<file path="src/hw/dsau_pkg.sv">
// Purpose: Shared constants of the data-space access unit.
// Assumes: One core clock; byte effective addresses of 16 bits.
// Notes:   Function list of the block follows.
//
// Function
// - EA bit 15 with window enabled reads program memory, not data RAM.
// - Upper 32 Kbyte data window maps onto one selectable 16K word page.
// - Program address is page value above EA bits 14:1, with bit 0 forced to zero.
// - Window reads deliver only the low 16 bits of the program word.
// - Window mapping is off while a table read or write runs.
// - Outside repeat: one extra cycle for short class, two otherwise.
// - Inside repeat: two extra cycles on edge iterations, none elsewhere.
// - X covers all 64 Kbytes, except the Y block for MAC-class reads.
// - MAC-class reads use X pointers for X, Y pointers for Y, together.
// - Unimplemented or wrong-space operand addresses read as zero.
// - Y path is read-only; every write goes over the X write path.
// - Modulo on X and Y; bit-reversed only for X writes.
// - Effective addresses are 16-bit byte addresses over 16-bit words.
// - Byte read takes the word, EA bit 0 picks byte onto low lane.
// - Y path fetches whole words only.
// - Byte write strobes only the lane matching the byte address.
// - Post-increment steps by 1 for bytes and by 2 for words.
// - Misaligned X word access traps; read completes, write suppressed.
// - Byte load into a working register keeps its upper byte.
package dsau_pkg;
    localparam int          EA_W       = 16;
    localparam int          WORD_W     = 16;
    localparam int          PM_W       = 24;
    localparam int          PAGE_W     = 8;
    localparam int          WIN_BIT    = 15;
    localparam logic [1:0]  EXTRA_NONE  = 2'h0;
    localparam logic [1:0]  EXTRA_SHORT = 2'h1;
    localparam logic [1:0]  EXTRA_LONG  = 2'h2;
    localparam logic [1:0]  EXTRA_EDGE  = 2'h2;
    localparam logic [15:0] STEP_BYTE  = 16'h0001;
    localparam logic [15:0] STEP_WORD  = 16'h0002;
    localparam logic [15:0] ZERO_WORD  = 16'h0000;
    localparam logic [1:0]  LANE_LOW   = 2'h1;
    localparam logic [1:0]  LANE_HIGH  = 2'h2;
    localparam logic [1:0]  LANE_BOTH  = 2'h3;
    localparam logic [1:0]  LANE_NONE  = 2'h0;
    localparam logic [15:0] Y_FIRST_DEF  = 16'h0800;
    localparam logic [15:0] Y_LAST_DEF   = 16'h0fff;
    localparam logic [15:0] RAM_LAST_DEF = 16'h1fff;
endpackage

</file>
<file path="src/hw/dsau_agu_if.sv">
// Purpose: Carrier between core and post-modify address unit.
// Assumes: Purely combinational exchange inside one cycle.
// Notes:   One instance per data path.
interface dsau_agu_if;
    logic [15:0] ptr;
    logic [15:0] mod_start;
    logic [15:0] mod_end;
    logic [15:0] brev_mod;
    logic [15:0] ptr_next;
    logic        byte_op;
    logic        is_write;
    logic        is_y;
    logic        mod_en;
    logic        brev_en;
    modport agu  (input  ptr, mod_start, mod_end, brev_mod, byte_op,
                  is_write, is_y, mod_en, brev_en, output ptr_next);
    modport core (output ptr, mod_start, mod_end, brev_mod, byte_op,
                  is_write, is_y, mod_en, brev_en, input ptr_next);
endinterface

</file>
<file path="src/hw/dsau_agu.sv">
// Purpose: Post-modified pointer value for one data path.
// Assumes: Increment-only post modification.
// Notes:   Modulo wraps past the end back to the start.
module dsau_agu (
    dsau_agu_if.agu bus
);
    // Reverse bit order of a 16-bit value
    function automatic logic [15:0] rev16(input logic [15:0] v);
        logic [15:0] r;
        r = 16'h0000;
        for (int i = 0; i < 16; i++) begin
            r[i] = v[15 - i];
        end
        return r;
    endfunction

    logic [15:0] step;
    logic [15:0] inc;
    logic [15:0] brev_sum;

    // Step scaled to operand size
    assign step     = bus.byte_op ? dsau_pkg::STEP_BYTE
                                  : dsau_pkg::STEP_WORD;
    assign inc      = bus.ptr + step;
    assign brev_sum = rev16(bus.ptr) + rev16(bus.brev_mod);

    // Reverse-carry only on X writes; Y keeps plain or modulo stepping
    always_comb begin
        if (bus.brev_en && bus.is_write && !bus.is_y) begin
            bus.ptr_next = rev16(brev_sum);
        end else if (bus.mod_en && (inc > bus.mod_end)) begin
            bus.ptr_next = bus.mod_start;
        end else begin
            bus.ptr_next = inc;
        end
    end
endmodule

</file>
<file path="src/hw/dsau_top.sv">
// Purpose: Data-space decode, X/Y read paths, X write path, window.
// Assumes: RAM and program memory answer reads in the same cycle.
// Notes:   Requests come from pipeline logic on the same clock.
module dsau_top #(
    parameter logic [15:0] Y_FIRST  = dsau_pkg::Y_FIRST_DEF,
    parameter logic [15:0] Y_LAST   = dsau_pkg::Y_LAST_DEF,
    parameter logic [15:0] RAM_LAST = dsau_pkg::RAM_LAST_DEF
) (
    input  wire logic        SYS_CLK_I,
    input  wire logic        RST_N_I,
    input  wire logic        REQ_VALID_I,
    output logic             REQ_READY_O,
    input  wire logic        REQ_WRITE_I,
    input  wire logic        REQ_BYTE_I,
    input  wire logic        REQ_MAC_I,
    input  wire logic        REQ_SHORT_I,
    input  wire logic [15:0] REQ_EA_I,
    input  wire logic [15:0] REQ_WDATA_I,
    input  wire logic        REQ_XPTR_SEL_I,
    input  wire logic        REQ_YPTR_SEL_I,
    input  wire logic [15:0] X_POINTER_A_I,
    input  wire logic [15:0] X_POINTER_B_I,
    input  wire logic [15:0] Y_POINTER_A_I,
    input  wire logic [15:0] Y_POINTER_B_I,
    input  wire logic [15:0] WREG_OLD_I,
    input  wire logic        TABLE_ACTIVE_I,
    input  wire logic        IN_REPEAT_I,
    input  wire logic        REPEAT_EDGE_I,
    input  wire logic        PROGRAM_WINDOW_ENABLE_I,
    input  wire logic [7:0]  PROGRAM_WINDOW_PAGE_I,
    input  wire logic        X_MOD_EN_I,
    input  wire logic [15:0] X_MOD_START_I,
    input  wire logic [15:0] X_MOD_END_I,
    input  wire logic        BREV_EN_I,
    input  wire logic [15:0] BREV_MOD_I,
    input  wire logic        Y_MOD_EN_I,
    input  wire logic [15:0] Y_MOD_START_I,
    input  wire logic [15:0] Y_MOD_END_I,
    output logic             RESP_VALID_O,
    output logic [15:0]      X_RDATA_O,
    output logic [15:0]      Y_RDATA_O,
    output logic [15:0]      LOAD_DATA_O,
    output logic [15:0]      X_PTR_NEXT_O,
    output logic [15:0]      Y_PTR_NEXT_O,
    output logic             ADDR_ERR_TRAP_O,
    output logic [14:0]      RAM_RADDR_O,
    input  wire logic [15:0] RAM_RDATA_I,
    output logic [14:0]      YRAM_RADDR_O,
    input  wire logic [15:0] YRAM_RDATA_I,
    output logic [14:0]      RAM_WADDR_O,
    output logic [15:0]      RAM_WDATA_O,
    output logic [1:0]       RAM_WE_O,
    output logic [23:0]      PM_ADDR_O,
    output logic             PM_RD_O,
    input  wire logic [23:0] PM_RDATA_I
);
    //--------------------------------------------------------------
    // Request decode
    //--------------------------------------------------------------
    logic        accept;
    logic        mac_rd;
    logic [15:0] x_ea;
    logic [15:0] y_ea;
    logic        x_in_y;
    logic        y_in_y;
    logic        win_hit;
    logic        win_rd;
    logic        ram_hit;
    logic        x_invalid;
    logic        misalign;
    logic [1:0]  extra;
    logic [23:0] pm_addr_now;
    logic [15:0] x_word;
    logic [15:0] x_fmt;
    logic [15:0] load_fmt;
    logic [1:0]  lanes;

    logic [1:0]  cnt_reg;
    logic [23:0] pend_pm_reg;
    logic        pend_byte_reg;
    logic        pend_lane_reg;
    logic [7:0]  pend_hi_reg;
    logic        pend_trap_reg;
    logic        resp_valid_reg;
    logic [15:0] x_rdata_reg;
    logic [15:0] y_rdata_reg;
    logic [15:0] load_reg;
    logic        trap_reg;
    logic [15:0] x_next_reg;
    logic [15:0] y_next_reg;
    logic [14:0] waddr_reg;
    logic [15:0] wdata_reg;
    logic [1:0]  we_reg;

    // Stall while a window access is stretched
    assign REQ_READY_O = (cnt_reg == dsau_pkg::EXTRA_NONE);
    assign accept      = REQ_VALID_I && REQ_READY_O;
    assign mac_rd      = REQ_MAC_I && !REQ_WRITE_I;

    // Dual-operand reads only through their own pointer pairs
    assign x_ea = mac_rd ? (REQ_XPTR_SEL_I ? X_POINTER_B_I
                                           : X_POINTER_A_I)
                         : REQ_EA_I;
    assign y_ea = REQ_YPTR_SEL_I ? Y_POINTER_B_I : Y_POINTER_A_I;

    // Y block bounds are fixed by the build, not by software
    assign x_in_y = (x_ea >= Y_FIRST) && (x_ea <= Y_LAST);
    assign y_in_y = (y_ea >= Y_FIRST) && (y_ea <= Y_LAST);

    // Window is muted during table instructions
    assign win_hit = x_ea[dsau_pkg::WIN_BIT] && PROGRAM_WINDOW_ENABLE_I
                     && !TABLE_ACTIVE_I;
    assign win_rd  = win_hit && !REQ_WRITE_I;
    assign ram_hit = (x_ea <= RAM_LAST);

    // X excludes the Y block only for dual-operand reads
    assign x_invalid = (!win_hit && !ram_hit)
                       || (mac_rd && x_in_y);
    assign misalign  = !REQ_BYTE_I && x_ea[0];

    // Page value above the low fifteen address bits
    assign pm_addr_now = {1'b0, PROGRAM_WINDOW_PAGE_I,
                          x_ea[14:1], 1'b0};

    // Extra cycles for a window read
    always_comb begin
        if (!win_rd) begin
            extra = dsau_pkg::EXTRA_NONE;
        end else if (IN_REPEAT_I) begin
            extra = REPEAT_EDGE_I ? dsau_pkg::EXTRA_EDGE
                                  : dsau_pkg::EXTRA_NONE;
        end else begin
            extra = REQ_SHORT_I ? dsau_pkg::EXTRA_SHORT
                                : dsau_pkg::EXTRA_LONG;
        end
    end

    // Memory addresses follow the live request or the held window
    assign RAM_RADDR_O  = x_ea[15:1];
    assign YRAM_RADDR_O = y_ea[15:1];
    assign PM_ADDR_O    = REQ_READY_O ? pm_addr_now : pend_pm_reg;
    assign PM_RD_O      = !REQ_READY_O || (accept && win_rd);

    // Only the low program word carries data
    assign x_word = x_invalid ? dsau_pkg::ZERO_WORD
                  : (win_hit ? PM_RDATA_I[15:0] : RAM_RDATA_I);

    // Byte goes to the low lane; loads keep the register upper byte
    always_comb begin
        if (REQ_BYTE_I) begin
            x_fmt    = {8'h00, x_ea[0] ? x_word[15:8]
                                       : x_word[7:0]};
            load_fmt = {WREG_OLD_I[15:8], x_fmt[7:0]};
        end else begin
            x_fmt    = x_word;
            load_fmt = x_word;
        end
    end

    // Byte writes strobe a single lane
    always_comb begin
        if (REQ_BYTE_I) begin
            lanes = x_ea[0] ? dsau_pkg::LANE_HIGH
                            : dsau_pkg::LANE_LOW;
        end else begin
            lanes = dsau_pkg::LANE_BOTH;
        end
    end

    //--------------------------------------------------------------
    // Post-modify units
    //--------------------------------------------------------------
    dsau_agu_if x_agu ();
    dsau_agu_if y_agu ();

    assign x_agu.ptr       = x_ea;
    assign x_agu.byte_op   = REQ_BYTE_I;
    assign x_agu.is_write  = REQ_WRITE_I;
    assign x_agu.is_y      = 1'b0;
    assign x_agu.mod_en    = X_MOD_EN_I;
    assign x_agu.mod_start = X_MOD_START_I;
    assign x_agu.mod_end   = X_MOD_END_I;
    assign x_agu.brev_en   = BREV_EN_I;
    assign x_agu.brev_mod  = BREV_MOD_I;

    // Y side is word-only and never bit-reversed
    assign y_agu.ptr       = y_ea;
    assign y_agu.byte_op   = 1'b0;
    assign y_agu.is_write  = 1'b0;
    assign y_agu.is_y      = 1'b1;
    assign y_agu.mod_en    = Y_MOD_EN_I;
    assign y_agu.mod_start = Y_MOD_START_I;
    assign y_agu.mod_end   = Y_MOD_END_I;
    assign y_agu.brev_en   = 1'b0;
    assign y_agu.brev_mod  = dsau_pkg::ZERO_WORD;

    dsau_agu u_x_agu (
        .bus (x_agu.agu)
    );

    dsau_agu u_y_agu (
        .bus (y_agu.agu)
    );

    //--------------------------------------------------------------
    // Stretch counter and held window access
    //--------------------------------------------------------------
    always_ff @(posedge SYS_CLK_I) begin
        if (!RST_N_I) begin
            cnt_reg       <= dsau_pkg::EXTRA_NONE;
            pend_pm_reg   <= '0;
            pend_byte_reg <= 1'b0;
            pend_lane_reg <= 1'b0;
            pend_hi_reg   <= 8'h00;
            pend_trap_reg <= 1'b0;
        end else if (accept && (extra != dsau_pkg::EXTRA_NONE)) begin
            cnt_reg       <= extra;
            pend_pm_reg   <= pm_addr_now;
            pend_byte_reg <= REQ_BYTE_I;
            pend_lane_reg <= x_ea[0];
            pend_hi_reg   <= WREG_OLD_I[15:8];
            pend_trap_reg <= misalign;
        end else if (!REQ_READY_O) begin
            cnt_reg <= cnt_reg - 2'h1;
        end
    end

    //--------------------------------------------------------------
    // Read results
    //--------------------------------------------------------------
    // Results land once the access has its data
    always_ff @(posedge SYS_CLK_I) begin
        if (!RST_N_I) begin
            resp_valid_reg <= 1'b0;
            x_rdata_reg    <= dsau_pkg::ZERO_WORD;
            y_rdata_reg    <= dsau_pkg::ZERO_WORD;
            load_reg       <= dsau_pkg::ZERO_WORD;
            trap_reg       <= 1'b0;
        end else if (accept && (extra == dsau_pkg::EXTRA_NONE)) begin
            resp_valid_reg <= 1'b1;
            x_rdata_reg    <= x_fmt;
            load_reg       <= load_fmt;
            y_rdata_reg    <= (mac_rd && y_in_y) ? YRAM_RDATA_I
                                 : dsau_pkg::ZERO_WORD;
            trap_reg       <= misalign;
        end else if (accept) begin
            resp_valid_reg <= 1'b0;
            trap_reg       <= 1'b0;
            y_rdata_reg    <= (mac_rd && y_in_y) ? YRAM_RDATA_I
                                 : dsau_pkg::ZERO_WORD;
        end else if (cnt_reg == dsau_pkg::EXTRA_SHORT) begin
            resp_valid_reg <= 1'b1;
            trap_reg       <= pend_trap_reg;
            if (pend_byte_reg) begin
                x_rdata_reg <= {8'h00, pend_lane_reg ? PM_RDATA_I[15:8]
                                          : PM_RDATA_I[7:0]};
                load_reg    <= {pend_hi_reg, pend_lane_reg
                                ? PM_RDATA_I[15:8]
                                : PM_RDATA_I[7:0]};
            end else begin
                x_rdata_reg <= PM_RDATA_I[15:0];
                load_reg    <= PM_RDATA_I[15:0];
            end
        end else begin
            resp_valid_reg <= 1'b0;
            trap_reg       <= 1'b0;
        end
    end

    //--------------------------------------------------------------
    // X write path and pointer updates
    //--------------------------------------------------------------
    // The only write path; misaligned or unmapped writes are dropped
    always_ff @(posedge SYS_CLK_I) begin
        if (!RST_N_I) begin
            we_reg    <= dsau_pkg::LANE_NONE;
            waddr_reg <= '0;
            wdata_reg <= dsau_pkg::ZERO_WORD;
        end else if (accept && REQ_WRITE_I) begin
            we_reg    <= (misalign || !ram_hit) ? dsau_pkg::LANE_NONE
                                                : lanes;
            waddr_reg <= x_ea[15:1];
            wdata_reg <= REQ_BYTE_I ? {2{REQ_WDATA_I[7:0]}}
                                    : REQ_WDATA_I;
        end else begin
            we_reg <= dsau_pkg::LANE_NONE;
        end
    end

    // Pointer values after post-modification
    always_ff @(posedge SYS_CLK_I) begin
        if (!RST_N_I) begin
            x_next_reg <= dsau_pkg::ZERO_WORD;
            y_next_reg <= dsau_pkg::ZERO_WORD;
        end else if (accept) begin
            x_next_reg <= x_agu.ptr_next;
            y_next_reg <= y_agu.ptr_next;
        end
    end

    assign RESP_VALID_O    = resp_valid_reg;
    assign X_RDATA_O       = x_rdata_reg;
    assign Y_RDATA_O       = y_rdata_reg;
    assign LOAD_DATA_O     = load_reg;
    assign ADDR_ERR_TRAP_O = trap_reg;
    assign X_PTR_NEXT_O    = x_next_reg;
    assign Y_PTR_NEXT_O    = y_next_reg;
    assign RAM_WE_O        = we_reg;
    assign RAM_WADDR_O     = waddr_reg;
    assign RAM_WDATA_O     = wdata_reg;

    //--------------------------------------------------------------
    // Checks
    //--------------------------------------------------------------
    a_win_short: assert property (@(posedge SYS_CLK_I)
        disable iff (!RST_N_I)
        accept && win_rd && !IN_REPEAT_I && REQ_SHORT_I
        |=> !REQ_READY_O ##1 (REQ_READY_O && RESP_VALID_O))
        else $error("short window stretch wrong");

    a_win_long: assert property (@(posedge SYS_CLK_I)
        disable iff (!RST_N_I)
        accept && win_rd && !IN_REPEAT_I && !REQ_SHORT_I
        |=> !REQ_READY_O [*2] ##1 (REQ_READY_O && RESP_VALID_O))
        else $error("long window stretch wrong");

    // Edge flag is judged at the accept cycle, not after it
    a_repeat_cost: assert property (@(posedge SYS_CLK_I)
        disable iff (!RST_N_I)
        accept && win_rd && IN_REPEAT_I && REPEAT_EDGE_I
        |=> !REQ_READY_O [*2] ##1 (REQ_READY_O && RESP_VALID_O))
        else $error("repeat edge window timing wrong");

    a_repeat_fast: assert property (@(posedge SYS_CLK_I)
        disable iff (!RST_N_I)
        accept && win_rd && IN_REPEAT_I && !REPEAT_EDGE_I
        |=> REQ_READY_O && RESP_VALID_O)
        else $error("repeat window not single cycle");

    a_pm_address: assert property (@(posedge SYS_CLK_I)
        disable iff (!RST_N_I)
        accept && win_rd |-> PM_RD_O &&
        PM_ADDR_O[22:15] == PROGRAM_WINDOW_PAGE_I &&
        PM_ADDR_O[14:1] == x_ea[14:1])
        else $error("program address wrong");

    a_table_mute: assert property (@(posedge SYS_CLK_I)
        disable iff (!RST_N_I)
        accept && TABLE_ACTIVE_I |=> REQ_READY_O && RESP_VALID_O)
        else $error("window active during table access");

    a_zero_invalid: assert property (@(posedge SYS_CLK_I)
        disable iff (!RST_N_I)
        accept && !REQ_WRITE_I && x_invalid
        |=> X_RDATA_O == dsau_pkg::ZERO_WORD)
        else $error("invalid read not zero");

    a_write_cause: assert property (@(posedge SYS_CLK_I)
        disable iff (!RST_N_I)
        RAM_WE_O != dsau_pkg::LANE_NONE
        |-> $past(accept && REQ_WRITE_I))
        else $error("write without write request");

    a_byte_lane: assert property (@(posedge SYS_CLK_I)
        disable iff (!RST_N_I)
        accept && REQ_WRITE_I && REQ_BYTE_I && ram_hit
        |=> RAM_WE_O == ($past(x_ea[0]) ? dsau_pkg::LANE_HIGH
                                        : dsau_pkg::LANE_LOW))
        else $error("byte write lane wrong");

    a_misalign_trap: assert property (@(posedge SYS_CLK_I)
        disable iff (!RST_N_I)
        accept && REQ_WRITE_I && misalign
        |=> RAM_WE_O == dsau_pkg::LANE_NONE && ADDR_ERR_TRAP_O)
        else $error("misaligned write not trapped");

    a_trap_pulse: assert property (@(posedge SYS_CLK_I)
        disable iff (!RST_N_I)
        ADDR_ERR_TRAP_O |-> RESP_VALID_O
        ##1 (!ADDR_ERR_TRAP_O || $past(accept && misalign)))
        else $error("trap not a single pulse");

    a_post_step: assert property (@(posedge SYS_CLK_I)
        disable iff (!RST_N_I)
        accept && !X_MOD_EN_I && !(BREV_EN_I && REQ_WRITE_I)
        |=> X_PTR_NEXT_O == $past(x_ea) +
            ($past(REQ_BYTE_I) ? dsau_pkg::STEP_BYTE
                               : dsau_pkg::STEP_WORD))
        else $error("post increment step wrong");
endmodule

</file>
<file path="config.mk">
export PLATFORM = sky130hd
export DESIGN_NAME = dsau_top
export DESIGN_NICKNAME = d
export VERILOG_FILES = /design/src/hw/dsau_pkg.sv /design/src/hw/dsau_agu_if.sv /design/src/hw/dsau_agu.sv /design/src/hw/dsau_top.sv
export SDC_FILE = /design/constraint.sdc
export NUM_CORES = 1
export LEC_CHECK = 0
export BUFFER_PORTS_ARGS = -buffer_cell sky130_fd_sc_hd__buf_2
export CORE_ASPECT_RATIO = 0.7
export CORE_MARGIN = 2
export CORE_UTILIZATION = 31
export CTS_CLUSTER_DIAMETER = 150
export DETAILED_ROUTE_END_ITERATION = 8
export MAX_ROUTING_LAYER = met4
export PLACE_DENSITY = 0.64
export SYNTH_ARGS = -nofsm -noshare
export SYNTH_HDL_FRONTEND = slang
export SYNTH_SLANG_ARGS = --single-unit
</file>
<file path="constraint.sdc">
create_clock -name SYS_CLK_I -period 6 [get_ports SYS_CLK_I]
set_input_delay 1.8 -clock SYS_CLK_I [delete_from_list [all_inputs] [get_ports SYS_CLK_I]]
set_output_delay 1.8 -clock SYS_CLK_I [all_outputs]
set_load 0.02 [all_outputs]
</file>
* After elaboration in Yosys (flattened, before gate mapping)
Index checks and enable logic that the tools add are counted.
Storage, ports and cells: bits in registers 150, latch bits 0, bits in writable memories 0, ROM bits 0, bits of input ports 272, output and inout port bits 171, logic and storage cells 106, memories 0
Cells by class: $add $sub $neg 4, $mul 0, div/mod/pow operators 0, $lt $le $gt $ge 7, equal/unequal tests 3, shift-type cells 0, muxes and demuxes 40, bitwise operators 2, reduce and logical (&&, ||, !) cells 34
Operator list (number):
- $mux W16 | 22
- $add A16 B16 Y16 | 2
- $ge A16 B12 Y1 const B | 2
- $gt A16 B16 Y1 | 2
- $le A16 B12 Y1 const B | 2
- $mux W23 | 1
- $logic_and A1 B1 Y1 | 18
- $mux W2 | 9
- $add A16 B2 Y16 const B | 1
- $le A16 B13 Y1 const B | 1
- $mux W8 | 2
- $logic_not A1 Y1 | 6
- $mux W1 | 6
- $reduce_bool A2 Y1 | 3
- $logic_not A2 Y1 | 2
- $ne A2 B1 Y1 const B | 2
- $logic_or A1 B1 Y1 | 3
- $reduce_or A3 Y1 | 1
- $eq A2 B1 Y1 const B | 1
- $not A1 Y1 | 2
- $reduce_and A2 Y1 | 1
- $sub A2 B1 Y2 const B | 1

* Depth between registers and ports, before layout
Gate-level depths: netlist of run 1.
word-level depth 12, mapped depth 22, depth with buffers taken out 18

* Hierarchy
A second synthesis of run 1 with hierarchy kept.
Second synthesis, totals: cells, all modules 1319, area, all modules 10382.5 µm²
By module, submodules not included:
- dsau_top | instances 1, cells each 849, area each 6947.9 µm², sequential area each 2842.7 µm²
- dsau_agu at u_y_agu | instances 1, cells each 238, area each 1750.4 µm², sequential area each 0.0 µm²
- dsau_agu at u_x_agu | instances 1, cells each 232, area each 1684.1 µm², sequential area each 0.0 µm²

* Worst setup path after synthesis of run 1
No wires, ideal clock.
kind in2reg, start point input port REQ_XPTR_SEL_I, end point register x_next_reg[12] (netlist: X_PTR_NEXT_O[12]), library setup time 0.070 ns, arrival time 6.119 ns, required time 5.930 ns, slack -0.189 ns, cell stages on the path 21, buffers on the path 4, path through buf_2 buf_6 mux2_2 mux2i_1 inv_1 ha_1 inv_1 fa_1 nor4_1 nand3_1 o21a_1 o21bai_1 ha_1 nand4_1 o41ai_1 a31o_2 buf_2 clkbuf_1 o21ai_0 o21bai_1 a21oi_1
Between the ends: word-level cells in the longest chain between the ends 7, elaborated cells on any way between the ends 8, classes of those cells add/sub: 2; order compare: 1; mux: 4; reduce/logical: 1
Ends and longest elaborated chain:
- start, declared | line dsau_top.sv:19 | input wire logic REQ_XPTR_SEL_I,
- $mux W16 * (2 in a row) | line dsau_top.sv:101 | assign x_ea = mac_rd ? (REQ_XPTR_SEL_I ? X_POINTER_B_I
- net u_x_agu.bus.ptr[0] | line dsau_agu_if.sv:15 | modport agu (input ptr, mod_start, mod_end, brev_mod, byte_op,
- $add A16 B16 Y16 * | line dsau_agu.sv:24 | assign inc = bus.ptr + step;
- $gt A16 B16 Y1 | line dsau_agu.sv:31 | end else if (bus.mod_en && (inc > bus.mod_end)) begin
- $logic_and A1 B1 Y1 | line dsau_agu.sv:31
- $mux W16 * | line dsau_agu.sv:31
- $mux W16 * | line dsau_agu.sv:29 | if (bus.brev_en && bus.is_write && !bus.is_y) begin
- end signal, assigned | line dsau_top.sv:293 | x_next_reg <= dsau_pkg::ZERO_WORD;
- end signal, assigned | line dsau_top.sv:296 | x_next_reg <= x_agu.ptr_next;
- end, declared | line dsau_top.sv:89 | logic [15:0] x_next_reg;
Mark *: on every way through the listed nets, which the timed path passes. The rest lies on a longest branch. A chain may end at the register's enable or synchronous reset.

* Worst setup path after layout of run 1
start point input port REQ_MAC_I, end point output port PM_ADDR_O[6]
Between the ends: word-level cells in the longest chain between the ends 3
Ends and longest elaborated chain:
- start, declared | line dsau_top.sv:15 | input wire logic REQ_MAC_I,
- $logic_and A1 B1 Y1 | line dsau_top.sv:98 | assign mac_rd = REQ_MAC_I && !REQ_WRITE_I;
- $mux W16 | line dsau_top.sv:101
- $mux W23 | line dsau_top.sv:141 | assign PM_ADDR_O = REQ_READY_O ? pm_addr_now : pend_pm_reg;
- end, declared | line dsau_top.sv:53 | output logic [23:0] PM_ADDR_O,
No other way between the ends.

==> results of run 1 <==
==> final cells by class <==
cell class / count / area [µm²]
Fill cell: 3178 / 18000
Clock buffer: 18 / 429
Sequential cell: 142 / 2840
Timing Repair Buffer: 486 / 2600
Antenna cell: 4 / 10.0
Multi-Input combinational cell: 868 / 6100
Tap cell: 420 / 526
Clock inverter: 14 / 204
Inverter: 60 / 225
==> power breakdown <==
part	total [W]	switching (W)	internal [W]
clock	0.00119	0.000481	0.000705
combinational	0.00175	0.00109	0.000655
sequential	0.00117	0.0000840	0.00108
==> worst reg2reg max path, cell delays in order (launching register included) <==
cell,delay (ps)
dfxtp_1,340
inv_1,70
ha_1,690
buf_4,390
nand2_1,520
nand2_1,690
nand2b_1,420
o2111a_1,370
==> final timing paths <==
| path | end | start | slack [ps] | depth (start not counted) |
|---|---|---|---|---|
| setup / recovery | PM_ADDR_O[6] | REQ_MAC_I | 360 | 9 |
| hold / removal | pend_pm_reg[15]$_SDFFE_PN0P_ | pend_pm_reg[15]$_SDFFE_PN0P_ | 460 | 2 |
| setup reg to reg | X_RDATA_O[6]$_SDFFE_PN0P_ | cnt_reg[0]$_SDFFE_PN0P_ | 2410 | 7 |
| hold reg to reg | pend_pm_reg[15]$_SDFFE_PN0P_ | pend_pm_reg[15]$_SDFFE_PN0P_ | 460 | 2 |
==> layout by cell type (no fill, tap or decap), types with 11 or more instances in the layout <==
cell,netlist,routed
o21ai_0,60,60
nor2b_1,37,37
a22oi_1,24,24
nand4_1,15,15
and2_1,22,21
nand2_1,170,170
mux2i_1,65,65
a21boi_0,43,43
o21a_1,11,11
ha_1,55,55
xnor2_1,29,29
mux2_2,48,48
nor2_1,24,24
buf_4,30,62
a21o_1,11,11
nand3_1,17,16
inv_1,59,59
buf_2,12,423
clkbuf_16,0,17
a21oi_1,86,85
dfxtp_1,142,142
o211ai_1,12,12
==> cell usage after synthesis (12+ instances only) <==
master	count
nand3_1	17
nand4_1	15
a21oi_1	86
xnor2_1	29
nor2b_1	37
ha_1	55
dfxtp_1	142
buf_4	30
mux2i_1	65
mux2_2	48
a21boi_0	43
nand2_1	170
o211ai_1	12
and2_1	22
buf_2	12
inv_1	59
nor2_1	24
clkbuf_1	52
a22oi_1	24
o21ai_0	60
==> layer usage <==
| layer | up-vias | wire [µm] | global-route usage (%) |
|---|---|---|---|
| met5 | - | 0 | - |
| met4 | 0 | 755 | 6.48 |
| met3 | 49 | 2890 | 5.93 |
| met2 | 417 | 17400 | 36.1 |
| met1 | 4872 | 18100 | 31.5 |
| li1 | 4928 | - | - |
==> stage by stage <==
step	area [µm²]	setup WS (ps)	hold slack [ps]	setup TNS [ps]	cells
after floorplan	9670	41.2	441	0	1169
after global placement	12300	-5.28	447	-7.87	1976
after detailed placement	12300	-24.0	457	-58.4	1976
after CTS	12900	367	466	0	2008
after global routing	12900	124	487	0	2010
final	12900	362	463	0	2012
==> kinds of logic (layout without fill, tap and decap cells) <==
kind of cell               after synthesis  in the layout  share of synthesized area, %
muxes                                  116            116                          12.7
other                                    1              6                        0.0388
AOI/OAI and AO/OA                      319            319                          21.8
DFF                                    142            142                          29.4
adders and majority gates               57             57                          7.54
buffers and inverters                  159            578                          7.73
xor gates and xnor gates                39             39                          3.54
and+or+nand+nor                        335            335                          17.2
==> out/results.tsv, run 1 <==
metric	value	unit
outcome	completed	
fin_crit_sh	94.0	%
ioPinCount	443	
slew_violations	0	
slowest_stage	mux2i_1	
cts_sinks	142	
cp_max_fo	6	
max_stage_delay	390	ps
crit_type	primary input to output pin	
slew_headroom	27.3	%
remaining_drc_errors	0	
finalSetupViolCount	0	
dpl.hpwl	31300	µm
hp-class	flop to flop	
crit_buf_inv	6	
cp_top_family	buffers and inverters	
maxCapViolCount	0	
cts_resized	0	
p_leak	6.13	nW
min_period	5640	ps
htree_levels	4	
cts_tree	built	
drive_gt1_share	36.6	%
numCtsBuffers	17	
rsz0062_at_grt	false	
async_reset_ff_share	0	%
p_per_area	317	nW/µm²
ys.flop_type	dfxtp_1	
cpMostUsedCell	buf_4	
hold_viol	0	
die_area	32600	µm²
fmax	177	MHz
antenna_found_initial	2	
gp_congestion	0.923	
viasPerCell	5.10	
fp.dieH	152	µm
syn_avg_cell_area	8.27	µm²
worstSetupEndpointType	output pin	
area.growth.synth_to_final	33.9	%
drt.antenna.violating_nets	0	
post-cts-setup-buffers	0	
wl	39100	µm
core-area	30900	µm²
syn_inst	1168	
crit_required	4200	ps
peakVddDrop	0.203	mV
drt_iter0_drc	763	
path_cells	buf_2 > nor2b_2 > buf_4 > buf_4 > mux2i_1 > buf_4 > inv_1 > mux2_2 > buf_2	
synth-seq-cells	142	
drtPass1Iterations	5	
port_buffers	424	
yosysTopAreaCell	dfxtp_1	
die_w	215	µm
first_global_vias	9623	
synth_top_area_share	29.4	%
startpoint_type	primary input	
cts_root_buf	clkbuf_16	
cp.arrival	3840	ps
largest_reg_flops	22	
tightest_slew	1090	ps
grt_first_pass_wirelength	57200	µm
clk_path_buf_depth	2	
synth_warnings	0	
finalPower	0.00410	W
nets	1904	
synth_edf_count	0	
netlist_area	9660	µm²
grt_max_degree	68	
overflow	0	
clk_pin_slew	70	ps
synth_cell_type_count	70	
ys_seq_area_share	29.4	%
initial_core_util	31.2	%
hold_buffers	0	
grt_usage	23.8	%
worstSkewPairLatency	440	ps
skew	10.5	ps
vias	10300	
wire_per_inst	19.4	µm
rows	54	
synth_area_leaders	dfxtp_1 (29%), ha_1 (7.1%), mux2i_1 (6.7%), nand2_1 (6.6%), mux2_2 (5.6%)	
finish.utilization	41.8	%
No activity file was read; power rests on OpenSTA's default activity.
==> run 2, diff against run 1 <==
--- a/config.mk
+++ b/config.mk
@@ -6,13 +6,13 @@
 export NUM_CORES = 1
 export LEC_CHECK = 0
 export BUFFER_PORTS_ARGS = -buffer_cell sky130_fd_sc_hd__buf_2
-export CORE_ASPECT_RATIO = 0.7
+export CORE_ASPECT_RATIO = 0.5
 export CORE_MARGIN = 2
 export CORE_UTILIZATION = 31
 export CTS_CLUSTER_DIAMETER = 150
 export DETAILED_ROUTE_END_ITERATION = 8
 export MAX_ROUTING_LAYER = met4
-export PLACE_DENSITY = 0.64
+export PLACE_DENSITY = 0.56
 export SYNTH_ARGS = -nofsm -noshare
 export SYNTH_HDL_FRONTEND = slang
 export SYNTH_SLANG_ARGS = --single-unit
==> constraint.sdc (replaced) <==
create_clock -name SYS_CLK_I -period 7.1 [get_ports SYS_CLK_I]
set_input_delay 2.13 -clock SYS_CLK_I [delete_from_list [all_inputs] [get_ports SYS_CLK_I]]
set_output_delay 2.13 -clock SYS_CLK_I [all_outputs]
set_load 0.02 [all_outputs]
==> run 2 against run 1 <==
  * First-iteration DRC count shrank 22%
  * Power down 18%
  * Core utilization is 0.45 points lower
  * Register-to-register slack improved by 1700 ps
  * Sequential power is 16% lower
  * Flip-flop and latch count is the same
  * Via count down 5.5%
  * Critical path depth shrank 2
  * Cell area down 2.4%
==> out/results.tsv, run 2 (same netlist as run 1, synthesis figures left out) <==
metric	value	unit
numCtsBuffers	17	
fin_setup_tns	0	ps
gp_congestion	0.932	
hold_buffers	0	
timing.hold.ws	461	ps
remaining_drc_errors	0	
worstSkewPairLatency	450	ps
layout_commonest_cell	buf_2	
startpoint_type	primary input	
initial_core_util	31.7	%
dpl.hpwl	28200	µm
drt_iter0_drc	594	
nets	1868	
area.growth.synth_to_final	30.6	%
crit_required	4970	ps
cts_resized	0	
skew	9.62	ps
drtPass1Iterations	5	
p_leak	5.93	nW
slowest_stage	mux2i_1	
post-cts-setup-buffers	0	
fin_crit_sh	89.9	%
crit_type	primary input to output pin	
hp-class	flop to flop	
viasPerCell	4.90	
core-area	30500	µm²
min_period	6380	ps
clk_path_buf_depth	2	
rows	45	
grt_max_degree	95	
slew_violations	0	
largest_reg_flops	22	
grt_first_pass_wirelength	53500	µm
p_per_area	265	nW/µm²
path_cells	buf_2 > nor2b_2 > buf_4 > mux2i_1 > clkinv_1 > mux2_2 > buf_2	
fp.dieH	129	µm
drive_gt1_share	35.1	%
wl	36300	µm
cp_top_family	buffers and inverters	
clk_pin_slew	60	ps
finalSetupViolCount	0	
cp.arrival	4250	ps
mostFrequentLayoutCells	buf_2 (423), nand2_1 (170), dfxtp_1 (142), a21oi_1 (85), mux2i_1 (65)	
cpMostUsedCell	buf_2	
cts_tree	built	
vias	9698	
die_area	32700	µm²
grt_usage	22.2	%
antenna_found_initial	3	
peakVddDrop	0.198	mV
tightest_slew	1140	ps
outcome	completed	
first_global_vias	9079	
maxCapViolCount	0	
ioPinCount	443	
cts_sinks	142	
fill_cells	3188	
fmax	157	MHz
wire_per_inst	18.3	µm
cts_root_buf	clkbuf_16	
slew_headroom	23.7	%
port_buffers	424	
overflow	0	
die_w	254	µm
finalPower	0.00335	W
drt.antenna.violating_nets	0	
htree_levels	4	
cp_max_fo	13	
hold_viol	0	
worstSetupEndpointType	output pin	
rsz0062_at_grt	false	
max_stage_delay	480	ps
crit_buf_inv	4	
==> run 2: per-stage QoR <==
step | instance area [µm²] | utilization, % | instances | setup slack (ps)
3_5_place_dp | 12000 | 39.3 | 1943 | 535
5_1_grt | 12600 | 41.4 | 1978 | 516
6_report | 12600 | 41.4 | 1978 | 715
2_1_floorplan | 9660 | - | 1169 | 581
4_1_cts | 12600 | 41.3 | 1975 | 632
3_3_place_gp | 12000 | 39.3 | 1943 | 570
==> run 2: final cells by class <==
type	instances	area [µm²]	share of cell area, %
Multi-Input combinational cell	868	6090	48.3
Tap cell	423	529	4.19
Clock inverter	13	163	1.29
Antenna cell	3	7.51	0.0595
Clock buffer	19	443	3.51
Sequential cell	142	2840	22.5
Timing Repair Buffer	450	2320	18.4
Inverter	60	225	1.78
==> run 2: metal layers <==
| layer | vias to the layer above | routed length (µm) | GRT usage, % |
|---|---|---|---|
| met5 | - | 0 | - |
| met4 | 0 | 721 | 7.09 |
| met3 | 41 | 1500 | 3.66 |
| met2 | 247 | 18100 | 37.4 |
| met1 | 4545 | 16000 | 27.2 |
| li1 | 4865 | - | - |
==> run 2: final timing paths <==
path                                startpoint                           end  slack, ps  cells past startpoint
setup / recovery                     REQ_MAC_I                  PM_ADDR_O[5]        720                      7
hold / removal    pend_pm_reg[11]$_SDFFE_PN0P_  pend_pm_reg[11]$_SDFFE_PN0P_        460                      2
setup reg to reg       cnt_reg[0]$_SDFFE_PN0P_   RAM_WADDR_O[4]$_SDFFE_PN0P_       4110                      9
hold reg to reg   pend_pm_reg[11]$_SDFFE_PN0P_  pend_pm_reg[11]$_SDFFE_PN0P_        460                      2
==> run 2: worst register-to-register path: stages, from the launching register on <==
cell and delay (ps):
dfxtp_1 330, inv_1 60, ha_1 130, buf_4 350, and2_2 230, buf_4 440
nand2_1 800, nand2_1 250, o21ai_0 100, and2_1 190
==> run 2: power by group <==
group / leakage (nW) / switching (W) / internal, W
sequential: 1.16 / 0.0000674 / 0.000917
combinational: 4.49 / 0.000884 / 0.000522
clock: 0.278 / 0.000396 / 0.000562
==> run 3, diff against run 2 <==
--- a/config.mk
+++ b/config.mk
@@ -8,11 +8,11 @@
 export BUFFER_PORTS_ARGS = -buffer_cell sky130_fd_sc_hd__buf_2
 export CORE_ASPECT_RATIO = 0.5
 export CORE_MARGIN = 2
-export CORE_UTILIZATION = 31
+export CORE_UTILIZATION = 40
 export CTS_CLUSTER_DIAMETER = 150
 export DETAILED_ROUTE_END_ITERATION = 8
 export MAX_ROUTING_LAYER = met4
-export PLACE_DENSITY = 0.56
+export PLACE_DENSITY = 0.69
 export SYNTH_ARGS = -nofsm -noshare
 export SYNTH_HDL_FRONTEND = slang
 export SYNTH_SLANG_ARGS = --single-unit
==> run 3 against run 2 <==
  * Core utilization is 11 points higher
  * Wire length fell by 1.4%
  * Combinational power hardly changed
  * Clock skew fell by 1.6 ps
  * Non-clock buffer count decreased by 7
  * Flip-flop and latch count stayed put
  * Sequential power rose by 0.7%
  * Register-to-register slack worse by 470 ps
  * Via count up 4.1%
  * Worst setup slack got worse by 170 ps
  * Critical path type unchanged
  * Final cell count decreased by 5.6%
  * Global-route usage is 5.7 points higher
==> out/results.tsv, run 3 (same netlist as run 1, synthesis figures left out) <==
metric	value	unit
outcome	completed	
slew_headroom	23.9	%
maxCapViolCount	0	
fin_crit_sh	92.3	%
min_period	6560	ps
worstSetupEndpointType	output pin	
startpoint_type	primary input	
grt_usage	27.9	%
gp_congestion	1.03	
crit_required	4970	ps
cts_resized	0	
p_leak	5.87	nW
area.growth.synth_to_final	28.3	%
fmax	153	MHz
viasPerCell	5.41	
wl_met2	17400	µm
dpl.hpwl	27600	µm
hp-class	flop to flop	
finalPower	0.00325	W
die_w	224	µm
wire_per_inst	19.1	µm
layout_commonest_cell	buf_2	
grt_max_degree	88	
cts_tree	built	
ioPinCount	443	
crit_type	primary input to output pin	
initial_core_util	40.5	%
first_global_vias	9634	
vias	10100	
rows	40	
ff2ff_setup_slack	3640	ps
rsz0062_at_grt	false	
timing.hold.ws	462	ps
drtPass1Iterations	4	
port_buffers	424	
mostFrequentLayoutCells	buf_2 (423), nand2_1 (170), dfxtp_1 (142), a21oi_1 (85), mux2i_1 (65)	
antenna_found_initial	8	
die_area	25500	µm²
fill_cells	2325	
htree_levels	4	
clk_pin_slew	60	ps
drt.antenna.violating_nets	0	
cts_sinks	142	
finish.utilization	51.9	%
skew	8.06	ps
p_per_area	262	nW/µm²
drive_gt1_share	34.6	%
wl_met3	2000	µm
core-area	23900	µm²
tightest_slew	1140	ps
remaining_drc_errors	0	
post-cts-setup-buffers	0	
cp.arrival	4430	ps
nets	1861	
peakVddDrop	0.117	mV
worstSkewPairLatency	440	ps
hold_viol	0	
finalSetupViolCount	0	
slew_violations	0	
overflow	0	
top_layer_used	met4	
clk_path_buf_depth	2	
fp.dieH	114	µm
largest_reg_flops	22	
met1_length	15200	µm
numCtsBuffers	17	
grt_first_pass_wirelength	52600	µm
hold_buffers	0	
drt_iter0_drc	726	
cts_root_buf	clkbuf_16	
wl	35800	µm
cp_max_fo	12	
fin_setup_tns	0	ps
==> run 3: cell count changes in the layout (fill, tap and decap cells not counted), sizes merged <==
cell	delta
clkbuf	+2
bufinv	-2
diode	+6
buf	-7
clkinvlp	-1
clkinv	+1
inv	-1
==> run 3: layer usage <==
metal	up-vias	track usage, %
li1	4839	-
met1	4809	33.3
met2	380	45.8
met3	69	5.56
met4	0	12.7
met5	-	-
==> run 3: cell type report <==
class                           instances  area [µm²]  share of cell area [%]
Antenna cell                            9        22.5                   0.182
Clock inverter                         10        91.3                   0.737
Clock buffer                           21         450                    3.63
Tap cell                              315         394                    3.18
Sequential cell                       142        2840                    22.9
Multi-Input combinational cell        868        6090                    49.1
Timing Repair Buffer                  443        2280                    18.4
Inverter                               60         225                    1.82
==> run 3: path summary, 6_finish.rpt <==
check                                from                            to  cells past startpoint
max                           REQ_WRITE_I                  PM_ADDR_O[5]                      7
min          RAM_WADDR_O[14]$_SDFFE_PN0P_  RAM_WADDR_O[14]$_SDFFE_PN0P_                      2
max reg2reg       cnt_reg[0]$_SDFFE_PN0P_   pend_pm_reg[2]$_SDFFE_PN0P_                      8
min reg2reg  RAM_WADDR_O[14]$_SDFFE_PN0P_  RAM_WADDR_O[14]$_SDFFE_PN0P_                      2
==> run 3: metrics by stage <==
step	setup WS, ps	instances	cell area [µm²]
detailed placement	321	1828	11800
finish	544	1868	12400
global route	245	1867	12400
floorplan	581	1169	9660
global placement	364	1828	11800
CTS	582	1859	12400
==> run 3: power by group <==
part	switching (W)	total [W]	internal, W	leakage, nW
clock network	0.000361	0.000848	0.000487	0.251
registers	0.0000731	0.000991	0.000917	1.16
logic	0.000892	0.00141	0.000518	4.46
==> run 3: worst max-delay path, stage by stage <==
cell	delay, ps
buf_2	130
nor2b_2	380
buf_4	340
mux2i_1	430
clkinv_1	420
mux2_2	410
buf_2	170
